==> config.mk <==
export PLATFORM = sky130hd
export DESIGN_NAME = ccb_top
export DESIGN_NICKNAME = d
export VERILOG_FILES = /design/src/core/ccb_pkg.sv /design/src/core/ccb_jump_if.sv /design/src/core/ccb_jump.sv /design/src/core/ccb_top.sv
export SDC_FILE = /design/constraint.sdc
export NUM_CORES = 1
export LEC_CHECK = 0
export BUFFER_PORTS_ARGS = -buffer_cell sky130_fd_sc_hd__buf_4
export CAP_MARGIN = 15
export CORE_MARGIN = 2
export CORE_UTILIZATION = 41
export DETAILED_ROUTE_END_ITERATION = 6
export PLACE_DENSITY_LB_ADDON = 0.12
export SLEW_MARGIN = 20
export SYNTH_ARGS = -nofsm -noshare
export SYNTH_HDL_FRONTEND = slang
export SYNTH_SLANG_ARGS = --single-unit
==> constraint.sdc <==
create_clock -name mclk -period 1.4 [get_ports mclk]
set_input_delay 0.14 -clock mclk [delete_from_list [all_inputs] [get_ports mclk]]
set_output_delay 0.14 -clock mclk [all_outputs]
set_load 0.02 [all_outputs]
==> src/core/ccb_pkg.sv <==
// constants and types shared by the cpu card glue logic
package ccb_pkg;
	localparam int unsigned CLK_MHZ      = 125;          // mclk rate
	localparam int unsigned CPU_MHZ_SLOW = 2;            // switch low
	localparam int unsigned CPU_MHZ_FAST = 4;            // switch high
	// cycles of mclk per processor clock, rounded down
	localparam int unsigned DIV_SLOW     = CLK_MHZ / CPU_MHZ_SLOW;
	localparam int unsigned DIV_FAST     = CLK_MHZ / CPU_MHZ_FAST;
	localparam int unsigned DIV_W        = 7;
	localparam logic [15:0] ROM_BASE     = 16'hf000;     // on-board rom start
	localparam logic [15:0] ROM_MASK     = 16'hf000;     // bits decoding the rom
	localparam logic [15:0] RESET_ADDR   = 16'h0000;     // fetch start with no jump
	localparam logic [15:0] NMI_ADDR     = 16'h0066;     // processor nmi restart
	localparam logic [7:0]  JUMP_OPCODE  = 8'hc3;        // absolute jump opcode
	localparam logic [7:0]  DATA_RESET   = 8'h00;

	// forced jump sequence steps
	typedef enum logic [1:0] {
		CCB_J_IDLE = 2'b00,
		CCB_J_OP   = 2'b01,
		CCB_J_LO   = 2'b10,
		CCB_J_HI   = 2'b11
	} ccb_jstate_t;
endpackage : ccb_pkg

==> src/core/ccb_jump_if.sv <==
// carrier between the glue core and the reset jump sequencer
interface ccb_jump_if;
	logic        start;        // reset seen, jump requested
	logic        mem_read;     // processor memory read in progress
	logic [15:0] vector;       // latched jump target
	logic        active;       // sequencer owns the data lines
	logic [7:0]  byte_out;     // byte forced onto the data lines

	modport seq  (input start, input mem_read, input vector, output active, output byte_out);
	modport core (output start, output mem_read, output vector, input active, input byte_out);
endinterface : ccb_jump_if

==> src/core/ccb_jump.sv <==
// reset jump sequencer: feeds jump opcode and target bytes to the first three reads
module ccb_jump (
	input  wire logic mclk,
	input  wire logic sys_rst,
	ccb_jump_if.seq   jif
);
	ccb_pkg::ccb_jstate_t state_q;
	logic                 read_q;
	logic                 read_end;

	// a step advances when a read ends, so the byte holds for the whole access
	assign read_end = read_q & ~jif.mem_read;

	always_ff @(posedge mclk) begin
		if (sys_rst) begin
			read_q <= 1'b0;
		end else begin
			read_q <= jif.mem_read;
		end
	end

	always_ff @(posedge mclk) begin
		if (sys_rst) begin
			state_q <= ccb_pkg::CCB_J_IDLE;
		end else if (jif.start) begin
			state_q <= ccb_pkg::CCB_J_OP;
		end else if (read_end) begin
			unique case (state_q)
				ccb_pkg::CCB_J_IDLE: state_q <= ccb_pkg::CCB_J_IDLE;
				ccb_pkg::CCB_J_OP:   state_q <= ccb_pkg::CCB_J_LO;
				ccb_pkg::CCB_J_LO:   state_q <= ccb_pkg::CCB_J_HI;
				ccb_pkg::CCB_J_HI:   state_q <= ccb_pkg::CCB_J_IDLE;
			endcase
		end
	end

	assign jif.active = (state_q != ccb_pkg::CCB_J_IDLE);

	always_comb begin
		unique case (state_q)
			ccb_pkg::CCB_J_OP: jif.byte_out = ccb_pkg::JUMP_OPCODE;
			ccb_pkg::CCB_J_LO: jif.byte_out = jif.vector[7:0];
			ccb_pkg::CCB_J_HI: jif.byte_out = jif.vector[15:8];
			default:           jif.byte_out = ccb_pkg::DATA_RESET;
		endcase
	end
endmodule : ccb_jump

==> src/core/ccb_top.sv <==
// cpu card glue: reset jump, rom overlay, speed status and gated bus lines
//
// How it works
// - jump enabled: first fetch after reset goes to jumper vector address.
// - jump disabled: processor starts fetching at address zero.
// - jumper bits form the target, highest jumper is the top bit.
// - on-board rom answers from F000h; vector F000h starts the rom.
// - stack status line high at 4 MHz, low at 2 MHz.
// - speed indicator line undriven when its enable is off.
// - phantom with overlay enabled deselects the rom for that access.
// - phantom input can be ignored through its enable.
// - maskable interrupt passed only while processor interrupt-enable is set.
// - nonmaskable interrupt restarts at 0066h regardless of interrupt-enable.
// - bus nmi has no effect when its enable is off.
// - refresh address and refresh strobe follow each opcode fetch.
// - refresh strobe reaches the bus only when enabled.
// - clock speed selectable 2/4 MHz, fixed at reset.
// - memory request strobe presented on bus as fitted option.
module ccb_top #(
	parameter int unsigned ADDR_W = 16
) (
	input  wire logic              mclk,
	input  wire logic              sys_rst,
	// card settings (jumpers and switch)
	input  wire logic              reset_jump_enable,
	input  wire logic [ADDR_W-1:0] vector_jumper_bits,
	input  wire logic              speed_switch_fast,
	input  wire logic              speed_line_enable,
	input  wire logic              phantom_enable,
	input  wire logic              nmi_enable,
	input  wire logic              refresh_enable,
	input  wire logic              memory_request_strobe_fitted,
	// processor side
	input  wire logic [ADDR_W-1:0] cpu_addr,
	input  wire logic              cpu_memory_request_strobe,
	input  wire logic              cpu_read,
	input  wire logic              cpu_opcode_fetch_cycle,
	input  wire logic              cpu_refresh,
	input  wire logic              cpu_int_enable_ff,
	output logic [7:0]             cpu_data,
	output logic                   cpu_int_req,
	output logic                   cpu_nmi_req,
	output logic                   cpu_clk_en,
	// on-board rom
	input  wire logic [7:0]        rom_data,
	output logic                   rom_select,
	// backplane side
	input  wire logic [7:0]        bus_data_in,
	input  wire logic              bus_phantom,
	input  wire logic              bus_int_req,
	input  wire logic              bus_nmi,
	output logic [ADDR_W-1:0]      bus_addr,
	output logic                   bus_mem_read,
	output logic                   bus_refresh_out,
	output logic                   bus_refresh_oe,
	output logic                   stack_status_line_out,
	output logic                   stack_status_line_oe,
	output logic                   bus_memory_request_strobe_out,
	output logic                   bus_memory_request_strobe_oe
);
	logic                         speed_fast_q;
	logic                         jump_en_q;
	logic [ADDR_W-1:0]            vector_q;
	logic                         start_q;
	logic [ccb_pkg::DIV_W-1:0]    div_q;
	logic [ccb_pkg::DIV_W-1:0]    div_top;
	logic                         mem_read;
	logic                         rom_hit;
	logic                         overlay;

	ccb_jump_if jif ();

	////////////////////////////////////////////////////////////////////////////
	// settings latched during reset

	// one latched switch copy feeds both clock and indicator
	// switch changes after reset are ignored until the next reset
	always_ff @(posedge mclk) begin
		if (sys_rst) begin
			speed_fast_q <= speed_switch_fast;
			jump_en_q    <= reset_jump_enable;
			vector_q     <= vector_jumper_bits;
		end
	end

	// start flag set during reset, held for one cycle after reset release
	always_ff @(posedge mclk) begin
		if (sys_rst) begin
			start_q <= 1'b1;
		end else begin
			start_q <= 1'b0;
		end
	end

	// start the jump only when enabled
	// with no jump the processor runs its own reset fetch from zero
	assign jif.start    = start_q & jump_en_q;
	// jumper word taken as binary, bit ADDR_W-1 highest
	assign jif.vector   = vector_q;
	assign mem_read     = cpu_memory_request_strobe & cpu_read & ~cpu_refresh;
	assign jif.mem_read = mem_read;

	ccb_jump ccb_jump_inst (
		.mclk    (mclk),
		.sys_rst (sys_rst),
		.jif     (jif)
	);

	////////////////////////////////////////////////////////////////////////////
	// processor clock enable

	// divider count chosen by the latched switch
	assign div_top = speed_fast_q ? ccb_pkg::DIV_W'(ccb_pkg::DIV_FAST - 1)
	                              : ccb_pkg::DIV_W'(ccb_pkg::DIV_SLOW - 1);

	always_ff @(posedge mclk) begin
		if (sys_rst) begin
			div_q      <= '0;
			cpu_clk_en <= 1'b0;
		end else if (div_q >= div_top) begin
			div_q      <= '0;
			cpu_clk_en <= 1'b1;
		end else begin
			div_q      <= div_q + 1'b1;
			cpu_clk_en <= 1'b0;
		end
	end

	////////////////////////////////////////////////////////////////////////////
	// rom decode and data steering

	// rom window at the top 4k
	assign rom_hit = ((cpu_addr & ccb_pkg::ROM_MASK) == ccb_pkg::ROM_BASE);
	// phantom takes the byte away from the rom
	assign overlay = phantom_enable & bus_phantom;

	always_ff @(posedge mclk) begin
		if (sys_rst) begin
			rom_select   <= 1'b0;
			bus_mem_read <= 1'b0;
		end else begin
			rom_select   <= mem_read & rom_hit & ~overlay & ~jif.active;
			// backplane read suppressed while the jump bytes are forced
			bus_mem_read <= mem_read & ~jif.active & ~(rom_hit & ~overlay);
		end
	end

	// forced bytes override memory; released once the sequence ends
	always_ff @(posedge mclk) begin
		if (sys_rst) begin
			cpu_data <= ccb_pkg::DATA_RESET;
		end else if (jif.active) begin
			cpu_data <= jif.byte_out;
		end else if (rom_hit & ~overlay) begin
			cpu_data <= rom_data;
		end else begin
			cpu_data <= bus_data_in;
		end
	end

	////////////////////////////////////////////////////////////////////////////
	// interrupts

	// maskable request gated by processor interrupt-enable
	always_ff @(posedge mclk) begin
		if (sys_rst) begin
			cpu_int_req <= 1'b0;
		end else begin
			cpu_int_req <= bus_int_req & cpu_int_enable_ff;
		end
	end

	// bus nmi gated by its enable only
	// never masked by interrupt-enable; processor restarts at NMI_ADDR
	always_ff @(posedge mclk) begin
		if (sys_rst) begin
			cpu_nmi_req <= 1'b0;
		end else begin
			cpu_nmi_req <= bus_nmi & nmi_enable;
		end
	end

	////////////////////////////////////////////////////////////////////////////
	// bus address and gated control lines

	// refresh address passes on the address lines after each fetch
	always_ff @(posedge mclk) begin
		if (sys_rst) begin
			bus_addr <= '0;
		end else begin
			bus_addr <= cpu_addr;
		end
	end

	// refresh strobe driven only when enabled
	always_ff @(posedge mclk) begin
		if (sys_rst) begin
			bus_refresh_out <= 1'b0;
			bus_refresh_oe  <= 1'b0;
		end else begin
			bus_refresh_out <= cpu_refresh & ~cpu_opcode_fetch_cycle;
			bus_refresh_oe  <= refresh_enable;
		end
	end

	// high at 4 MHz from the latched switch
	// line released when disabled, avoids clash with error input use
	always_ff @(posedge mclk) begin
		if (sys_rst) begin
			stack_status_line_out <= 1'b0;
			stack_status_line_oe  <= 1'b0;
		end else begin
			stack_status_line_out <= speed_fast_q;
			stack_status_line_oe  <= speed_line_enable;
		end
	end

	// memory request strobe onto the bus when fitted
	always_ff @(posedge mclk) begin
		if (sys_rst) begin
			bus_memory_request_strobe_out <= 1'b0;
			bus_memory_request_strobe_oe  <= 1'b0;
		end else begin
			bus_memory_request_strobe_out <= cpu_memory_request_strobe;
			bus_memory_request_strobe_oe  <= memory_request_strobe_fitted;
		end
	end
endmodule : ccb_top

==> run summary, run 1 <==
Status: complete, no violations
Drt initial violations: 62
Die Span Y: 77.8 um
Register bit count reported by yosys: 64
Area delta synth->final: 58.7%
Largest net degree at the start of global routing: 23
Clock-pin transition on the worst setup and hold timing paths: 0.07 ns
Diode count: 0
Vias in the first global route: 1723
Final net count: 385
CP Buf/Inv Count: 1
FP Rows: 26
Synthesis Warnings: 0
Crit-path leading delay family: flip-flops
CTS Buf Count: 9
Transition time of the tightest slew-check pin: 0.324 ns
Total of max-cap violations: 0
CP max stage cell: edfxtp_1
IO Count: 100
Synth Net Count: 253
CP Launch Point: speed_fast_q$_DFFE_PP_
WP depth: 6
Total leakage power: 0.00160 uW
Share of flip-flops with an asynchronous set or reset: 0
Total power: 4100 uW
Worst-Skew Late Latency: 0.33 ns
Final setup margin: 0.0720 ns
Worst hold slack: 0.0178 ns
Kind of critical path: reg2reg
DR pass1 iterations: 4
CP Capture Point: cpu_clk_en$_SDFF_PP0_
H-tree depth: 3
Die W: 77.8 um
Bufs on Longest Clock Path: 2
Root buf cell: clkbuf_8
Dominant cell type by area after synthesis: dfxtp_1
Synth Instances: 179
Critical path cell sequence: inv_2 -> ha_1 -> nand2b_4 -> a21oi_4 -> o21a_1 -> nor2_1
Multi-input combinational cell area: 774 um^2
Final Critical Period: 1.33 ns
Skew final: 0.00391 ns
Fmax: 753 MHz
Area contributors post-synth: dfxtp_1 (41%), edfxtp_1 (24%), nor2b_1 (5.9%)
Total Wirelength: 5.02 mm
Post-placement cell area: 0.00309 mm^2
Port buffer count: 99
First-pass GRT wire length: 7.74 mm
Worst EP arrival: 1.54 ns
Slew Limit Fails: 0
Most frequent cells after synthesis: dfxtp_1 (46), nor2b_1 (21), edfxtp_1 (18), nor2_1 (14), nand2_1 (10)
Path depth of the worst reg2reg path: 6
Mapped Area: 0.00223 mm^2
Overall Global Routing Usage: 0.168
Drt drc: 0
Layout cell share with drive strength beyond 1: 0.430
Post-route setup TNS: 0 ns
Drt wl/cell: 13.0 um
Dpl hpwl: 3.43 mm
Worst setup SP type: flip-flop
Clock sink count: 64
Syn Area/Cell: 12.5 um^2
Antenna violations before repair: 0
CP Capture Type: flip-flop
Post-synth EDFFs: 18
Initial Util: 0.432
Routability cong.: 0.786
Synth top area share: 0.413
Ys flop type: dfxtp_1
Required time worst endpoint: 1.61 ns
VDD IR-drop max: 0.760 mV
Sequential area share after synthesis: 0.655
Slowest stage delay, CP: 0.41 ns
Crit share post-route: 0.949
Setup WS pre-CTS: -0.0157 ns
Critical path peak fanout: 3
Crit Reg-Reg Endpoint: cpu_clk_en$_SDFF_PP0_
Core box area: 0.00517 mm^2
Full die area: 0.00605 mm^2
Design Area, Final: 0.00354 mm^2
RSZ-0062 raised after global routing: no
FF+latch area: 0.00147 mm^2
Fill count: 412
Path category of the worst min-delay check: in2reg
Worst R2R Start: speed_fast_q$_DFFE_PP_
Most common cell in the netlist: dfxtp_1
Reg2reg setup slack: 0.07 ns
Hold Vio Cnt, Final: 0
Global route overflow: 0
PwrDens: 1160 mW/mm^2
Vias per cell: 4.51
Unique masters post-synth: 30
Detail Route Antenna Nets: 0
Final setup fails: 0
CTS tree: yes
Slew HR: 0.782
Vias after detailed routing: 1740
## metal layers
metal,vias up,part of all wire,track usage
met1,785,0.39,0.186
li1,884,-,-
met3,10,0.065,0.0465
met2,61,0.52,0.283
met4,0,0.023,0.107
met5,-,0,0
## metrics by stage
stage	utilization	std cells
2_1_floorplan	-	179
3_3_place_gp	0.597	350
3_5_place_dp	0.597	350
4_1_cts	0.673	385
5_1_grt	0.685	386
6_report	0.685	386
## placed cells by master (no fill, tap or decap), types with 2 or more instances in the layout
cell type      instances
a221oi_1               5
a22o_1                 4
a22oi_1                4
buf_4                108
clkbuf_1               2
clkbuf_8              11
clkinv_2               2
dfxtp_1               44
dlygate4sd3_1         19
edfxtp_1              18
ha_1                   6
ha_2                   2
inv_1                  4
mux2i_1                9
nand2_1               10
nand3_1                5
nor2_1                14
nor2b_1               21
o22ai_1                3
xor2_1                 3
## worst min-delay path by stage
stage	startpoint	end	slack, ns	cells past startpoint
floorplan	sys_rst	start_q$_DFF_P_	0.17	0
global placement	cpu_opcode_fetch_cycle	bus_refresh_out$_SDFF_PP0_	0.30	2
detailed placement	cpu_opcode_fetch_cycle	bus_refresh_out$_SDFF_PP0_	0.31	2
CTS	cpu_addr[7]	bus_addr[7]$_SDFF_PP0_	0.009	2
global route	cpu_addr[2]	bus_addr[2]$_SDFF_PP0_	0.01	2
finish	cpu_addr[7]	bus_addr[7]$_SDFF_PP0_	0.02	2
## worst reg2reg max path, delay by kind of cell, from the launching register on
kind	cells	cell delay, ns
flops	1	0.41
compound gates	2	0.28
fa+ha+maj	1	0.23
simple gates	2	0.19
buf+inv	1	0.09
## final cells by class
type,count,share of cell area
timing repair buffer,127,0.283
clock buffer,14,0.0519
tap,70,0.0247
sequential,64,0.414
multi-input combinational,104,0.219
clock inverter,2,0.00283
inverter,5,0.00530
## kinds of logic (layout without fill, tap and decap cells)
logic type               count (synthesis)  in the layout  share of synthesized area
AO/OA/AOI/OAI                           23             23                     0.0779
flip-flops                              64             64                      0.655
XOR/XNOR                                 4              4                     0.0157
multiplexers                             9              9                     0.0404
AND/OR/NAND/NOR                         59             59                      0.136
buffers and inverters                   11            148                     0.0247
adder cells (fa/ha/maj)                  9              9                     0.0504
## timing repair
item | 4_1_cts | 5_1_grt
gates cloned | 0 | 0
gates resized for setup | 2 | 11
buffers inserted | 0 | 1
setup endpoints to repair | 12 | 16
endpoints found under the hold margin | 19 | 0
pin swaps | 0 | 5
hold buffers | 19 | 0
## sequential cells by signal (all words and copies together) (netlist names), 2 cells and up
register               count
bus_addr                  16
jif.vector                16
cpu_data                   8
div_q                      7
ccb_jump_inst.state_q      2
## report_power, final
part	switching, uW	total, uW	internal [uW]
sequential	38.7	2050	2020
clock	672	1520	844
combinational	228	535	308
total	938	4100	3170
Note: power is estimated with default switching activity, not from simulation.
==> run 2, diff against run 1 <==
- RECOVER_POWER: unset -> 50
- SLEW_MARGIN: 20 -> unset
==> run 2 against run 1 <==
  * Die area is the same
  * Clock skew about the same
  * Sequential power is essentially flat
  * Critical path depth is the same
  * Total power shrank 0.16%
  * Highest routed layer unchanged
  * Cell area fell by 0.21%
  * Via count decreased by 1.0%
==> run summary, run 2 (same netlist as run 1, synthesis figures left out) <==
Status: complete, no violations
Worst EP arrival: 1.54 ns (about the same)
CTS Buf Count: 9 (unchanged)
Largest net degree at the start of global routing: 23 (unchanged)
DR pass1 iterations: 4 (unchanged)
Drt wl/cell: 12.9 um (-0.72%)
Initial Util: 0.432 (unchanged)
Drt initial violations: 81 (+31%)
H-tree depth: 3 (unchanged)
Hold Vio Cnt, Final: 0 (unchanged)
Port buffer count: 99 (unchanged)
Final setup fails: 0 (unchanged)
Total leakage power: 0.00160 uW (-0.45%)
Critical path peak fanout: 3 (unchanged)
Routability cong.: 0.786 (unchanged)
Clock sink count: 64 (unchanged)
Area delta synth->final: 58.4%
Setup WS pre-CTS: -0.0157 ns (unchanged)
Core box area: 0.00517 mm^2 (unchanged)
Fmax: 755 MHz (+0.29%)
Final setup margin: 0.0760 ns (+0.00390 ns)
Fill count: 414 (+0.49%)
Die W: 77.8 um (unchanged)
Layout cell share with drive strength beyond 1: 0.424 (-0.00633)
Diode count: 0 (unchanged)
Path category of the worst min-delay check: in2reg
IO Count: 100 (unchanged)
Dpl hpwl: 3.43 mm (unchanged)
Crit share post-route: 0.946 (-0.00279)
RSZ-0062 raised after global routing: no
Post-route setup TNS: 0 ns (unchanged)
Total of max-cap violations: 0 (unchanged)
Worst-Skew Late Latency: 0.33 ns (about the same)
Antenna violations before repair: 0 (unchanged)
Bufs on Longest Clock Path: 2 (unchanged)
Skew final: 0.00434 ns (+0.000430 ns)
Slew HR: 0.359 (-0.423)
Final net count: 385 (unchanged)
Transition time of the tightest slew-check pin: 0.961 ns (+0.637 ns)
VDD IR-drop max: 0.755 mV (-0.66%)
Global route overflow: 0 (unchanged)
Placed Cells: 350 (unchanged)
Vias in the first global route: 1723 (unchanged)
Final std cells w/o fill: 386 (unchanged)
Commonest non-fill, non-tap cell in the layout: buf_4
CTS tree: yes
Required time worst endpoint: 1.61 ns (about the same)
Vias per cell: 4.46 (-1.0%)
Drt drc: 0 (unchanged)
CP Capture Type: flip-flop
Root buf cell: clkbuf_8
First-pass GRT wire length: 7.74 mm (unchanged)
Overall Global Routing Usage: 0.168 (unchanged)
Total Wirelength: 4.98 mm (-0.72%)
Final Critical Period: 1.32 ns (-0.00390 ns)
Worst setup SP type: flip-flop
Clock-pin transition on the worst setup and hold timing paths: 0.07 ns (about the same)
Full die area: 0.00605 mm^2 (unchanged)
Vias after detailed routing: 1722 (-1.0%)
Die Span Y: 77.8 um (unchanged)
Most frequent cells in the layout: buf_4 (106), dfxtp_1 (44), nor2b_1 (21), dlygate4sd3_1 (19), edfxtp_1 (18)
FP Rows: 26 (unchanged)
Detail Route Antenna Nets: 0 (unchanged)
Slew Limit Fails: 0 (unchanged)
Kind of critical path: reg2reg
Worst hold slack: 0.0179 ns (+0.000168 ns)
PwrDens: 1160 mW/mm^2 (about the same)
Final core occ: 0.683 (-0.00145)
run 2: changes by cell type in the layout (fill, tap and decap cells not counted):
cell and delta:
buf_4 -2, clkbuf_1 +2
run 2: metrics by stage:
stage | power [uW] | cell area [um^2]
after floorplan | 2270 | 2230
after global placement | 2540 | 3090
after detailed placement | 2550 | 3090
after CTS | 4090 | 3480
after global routing | 4260 | 3530
final | 4100 | 3530
run 2: worst paths after layout:
check / slack [ns] / end / start / cells past startpoint
worst max-delay path: 0.08 / cpu_clk_en$_SDFF_PP0_ / speed_fast_q$_DFFE_PP_ / 6
worst max register to register: 0.08 / cpu_clk_en$_SDFF_PP0_ / speed_fast_q$_DFFE_PP_ / 6
worst min-delay path: 0.02 / bus_addr[7]$_SDFF_PP0_ / cpu_addr[7] / 2
worst min register to register: 0.45 / ccb_jump_inst.state_q[1]$_SDFFE_PP0P_ / start_q$_DFF_P_ / 1
run 2: routing by layer:
metal,global-route usage,wire [um]
met5,0,0
met4,0.107,137
met3,0.0465,252
met2,0.283,2620
met1,0.186,1970
run 2: report_power, final:
group / leakage (uW) / internal [uW] / switching, uW / total (uW)
registers: 0.000558 / 2020 / 38.7 / 2050
logic: 0.000937 / 305 / 227 / 532
clock network: 0.000102 / 844 / 667 / 1510
run 2: layout make-up:
type                    instances  area [um^2]  share of cell area
multi-input cells             104          774               0.219
clock inverters                 2         10.0             0.00283
flip-flops and latches         64         1470               0.415
clock buffers                  14          184              0.0520
repair buffers                127          993               0.281
inverters                       5         18.8             0.00531
well taps                      70         87.6              0.0248
run 2: worst max-delay path: stages (launching register included):
cell and delay (ns):
edfxtp_1 0.41, inv_2 0.09, ha_1 0.23, nand2b_4 0.15, a21oi_4 0.15, o21a_1 0.13
nor2_1 0.04
run 2: what timing repair did:
item | in CTS | in global routing
endpoints found under the setup margin | 12 | 16
endpoints found under the hold margin | 19 | 0
pin swaps | 0 | 5
gates resized for setup | 2 | 11
buffers inserted | 0 | 1
hold buffers | 19 | 0
==> run 3, diff against run 2 <==
--- a/config.mk
+++ b/config.mk
@@ -13,3 +13,3 @@
 export PLACE_DENSITY_LB_ADDON = 0.12
-export RECOVER_POWER = 50
+export RECOVER_POWER = 100
 export SYNTH_ARGS = -nofsm -noshare
==> constraint.sdc (replaced) <==
create_clock -name mclk -period 1.4 [get_ports mclk]
set_input_delay 0.07 -clock mclk [delete_from_list [all_inputs] [get_ports mclk]]
set_output_delay 0.07 -clock mclk [all_outputs]
set_load 0.02 [all_outputs]
==> run 3 against run 2 <==
  * Total power grew 0.19%
  * Setup slack worse by 0.0052 ns
  * Largest power group unchanged
  * Core utilization is 2.2 points higher
  * Die area unchanged
  * First-iteration DRC count fell by 44%
  * Sequential share of layout area is 1.3 points lower
  * Count of clock-buffer cells in the layout unchanged
  * Clock skew is essentially flat
  * Worst hold slack worse by 0.0090 ns
==> run summary, run 3 (same netlist as run 1, synthesis figures left out) <==
Slew Limit Fails: 0 (unchanged)
Worst R2R Start: ccb_jump_inst.state_q[1]$_SDFFE_PP0P_
CP Capture Type: flip-flop
Skew final: 0.00481 ns (+0.000468 ns)
Comb pwr share: 0.132 (+0.002)
Core box area: 0.00517 mm^2 (unchanged)
Worst setup SP type: flip-flop
Dpl hpwl: 3.43 mm (unchanged)
Internal power: 3160 uW (-0.14%)
Drt initial violations: 45 (-44%)
Critical path cell sequence: inv_1 -> ha_2 -> or3_4 -> o22ai_1
CTS tree: yes
Worst EP arrival: 1.58 ns (+0.04 ns)
Slew HR: 0.371 (+0.0114)
PwrDens: 1120 mW/mm^2 (-3.0%)
CP Buf/Inv Count: 1 (unchanged)
Vias in the first global route: 1840 (+6.8%)
H-tree depth: 3 (unchanged)
Drt wl/cell: 13.1 um (+1.3%)
Die W: 77.8 um (unchanged)
Most frequent cells in the layout: dfxtp_1 (44), buf_4 (44), dlygate4sd3_1 (43), clkbuf_1 (39), clkbuf_4 (27)
Final setup margin: 0.0708 ns (-0.00517 ns)
Status: complete, no violations
Kind of critical path: reg2reg
Post-route setup TNS: 0 ns (unchanged)
Global route overflow: 0 (unchanged)
Vias per cell: 4.43 (-0.71%)
Detail Route Antenna Nets: 0 (unchanged)
Path category of the worst min-delay check: in2reg
Final Critical Period: 1.33 ns (+0.00517 ns)
Hold Vio Cnt, Final: 0 (unchanged)
Vias after detailed routing: 1816 (+5.5%)
Final setup fails: 0 (unchanged)
Port buffer count: 99 (unchanged)
WHS Endpoint: cpu_data[5]$_SDFF_PP0_
DR pass1 iterations: 4 (unchanged)
Total of max-cap violations: 0 (unchanged)
Sw Ratio: 0.230 (+0.00253)
Clock-pin transition on the worst setup and hold timing paths: 0.07 ns (about the same)
Sw power: 946 uW (+1.3%)
Root buf cell: clkbuf_8
Total leakage power: 0.00155 uW (-2.9%)
Layout cell share with drive strength beyond 1: 0.291 (-0.133)
Diode count: 0 (unchanged)
Hold_sp: rom_data[5]
Critical path peak fanout: 7 (+4)
Slowest stage delay, CP: 0.42 ns (about the same)
Area delta synth->final: 63.5%
Transition time of the tightest slew-check pin: 0.944 ns (-0.0171 ns)
Crit-path leading delay family: simple AND/OR/NAND/NOR gates
First-pass GRT wire length: 8.35 mm (+7.9%)
Worst hold slack: 0.00888 ns (-0.00904 ns)
VDD IR-drop max: 0.904 mV (+20%)
Reg2reg setup slack: 0.07 ns (about the same)
Crit Reg-Reg Endpoint: cpu_data[4]$_SDFF_PP0_
Bufs on Longest Clock Path: 2 (unchanged)
RSZ-0062 raised after global routing: no
Setup WS pre-CTS: -0.0157 ns (unchanged)
Part of the power in registers: 0.500 (about the same)
Antenna violations before repair: 0 (unchanged)
Drt drc: 0 (unchanged)
CTS Buf Count: 9 (unchanged)
Required time worst endpoint: 1.65 ns (+0.04 ns)
Overall Global Routing Usage: 0.181 (+0.0125)
Fmax: 752 MHz (-0.39%)
Worst-Skew Late Latency: 0.33 ns (about the same)
Clock sink count: 64 (unchanged)
IO Count: 100 (unchanged)
Power share of the clock group: 0.368 (about the same)
Total Wirelength: 5.36 mm (+7.6%)
Path depth of the worst reg2reg path: 4 (-2)
Die Span Y: 77.8 um (unchanged)
Full die area: 0.00605 mm^2 (unchanged)
Crit share post-route: 0.949 (+0.00369)
Worst Hold Depth: 3 (+1)
FP Rows: 26 (unchanged)
CP max stage cell: or3_4
Final net count: 409 (+6.2%)
Total power: 4110 uW (+0.19%)
Routability cong.: 0.786 (unchanged)
Largest net degree at the start of global routing: 23 (unchanged)
Initial Util: 0.432 (unchanged)
## run 3: cell count changes in the layout (fill, tap and decap cells not counted), sizes merged
| cell | change |
|---|---|
| buf | -62 |
| clkbuf | +62 |
| dlygate4sd3 | +24 |
## run 3: metal layers
| layer | vias to the layer above | global-route usage | wire, um |
|---|---|---|---|
| met4 | 0 | 0.104 | 139 |
| met2 | 51 | 0.318 | 2880 |
| met3 | 11 | 0.0453 | 256 |
| met1 | 823 | 0.196 | 2080 |
| li1 | 931 | - | - |
| met5 | - | 0 | 0 |
## run 3: worst max path at each step
stage | from | endpoint | depth (start not counted)
6_report | ccb_jump_inst.state_q[1]$_SDFFE_PP0P_ | cpu_data[4]$_SDFF_PP0_ | 4
3_5_place_dp | speed_fast_q$_DFFE_PP_ | div_q[2]$_SDFF_PP0_ | 6
3_3_place_gp | speed_fast_q$_DFFE_PP_ | div_q[4]$_SDFF_PP0_ | 6
2_1_floorplan | ccb_jump_inst.state_q[0]$_SDFFE_PP0P_ | cpu_data[2]$_SDFF_PP0_ | 4
4_1_cts | ccb_jump_inst.state_q[0]$_SDFFE_PP0P_ | cpu_data[4]$_SDFF_PP0_ | 4
5_1_grt | speed_fast_q$_DFFE_PP_ | div_q[2]$_SDFF_PP0_ | 6
## run 3: metrics by stage
stage / utilization / std cells / instance area [um^2]
after detailed placement: 0.597 / 350 / 3090
after floorplan: - / 179 / 2230
after global placement: 0.597 / 350 / 3090
final: 0.706 / 410 / 3650
after CTS: 0.719 / 409 / 3720
after global routing: 0.706 / 410 / 3650
## run 3: power groups by stage
stage               sequential [uW]  combinational, uW  clock (uW)
finish                         2050                542        1510
global route                   2060                588        1620
CTS                            2050                559        1530
detailed placement             2090                455           0
global placement               2090                446           0
floorplan                      2160                114           0
## run 3: area by class of cell
class | count | area (um^2)
clock buffers | 14 | 184
clock inverters | 2 | 10.0
fillers | 415 | 1520
inverters | 5 | 18.8
multi-input cells | 104 | 781
flip-flops and latches | 64 | 1470
well taps | 70 | 87.6
repair buffers | 151 | 1100
## run 3: worst min-delay path, stage by stage
cell     delay, ns
buf_4         0.08
mux2i_1       0.05
o22ai_1       0.09
## run 3: what timing repair did
action / 4_1_cts / 5_1_grt
hold buffers: 43 / 0
hold endpoints to repair: 41 / 0
buffers inserted: 0 / 1
pin swaps: 0 / 5
endpoints found under the setup margin: 12 / 16
resized for setup: 2 / 12
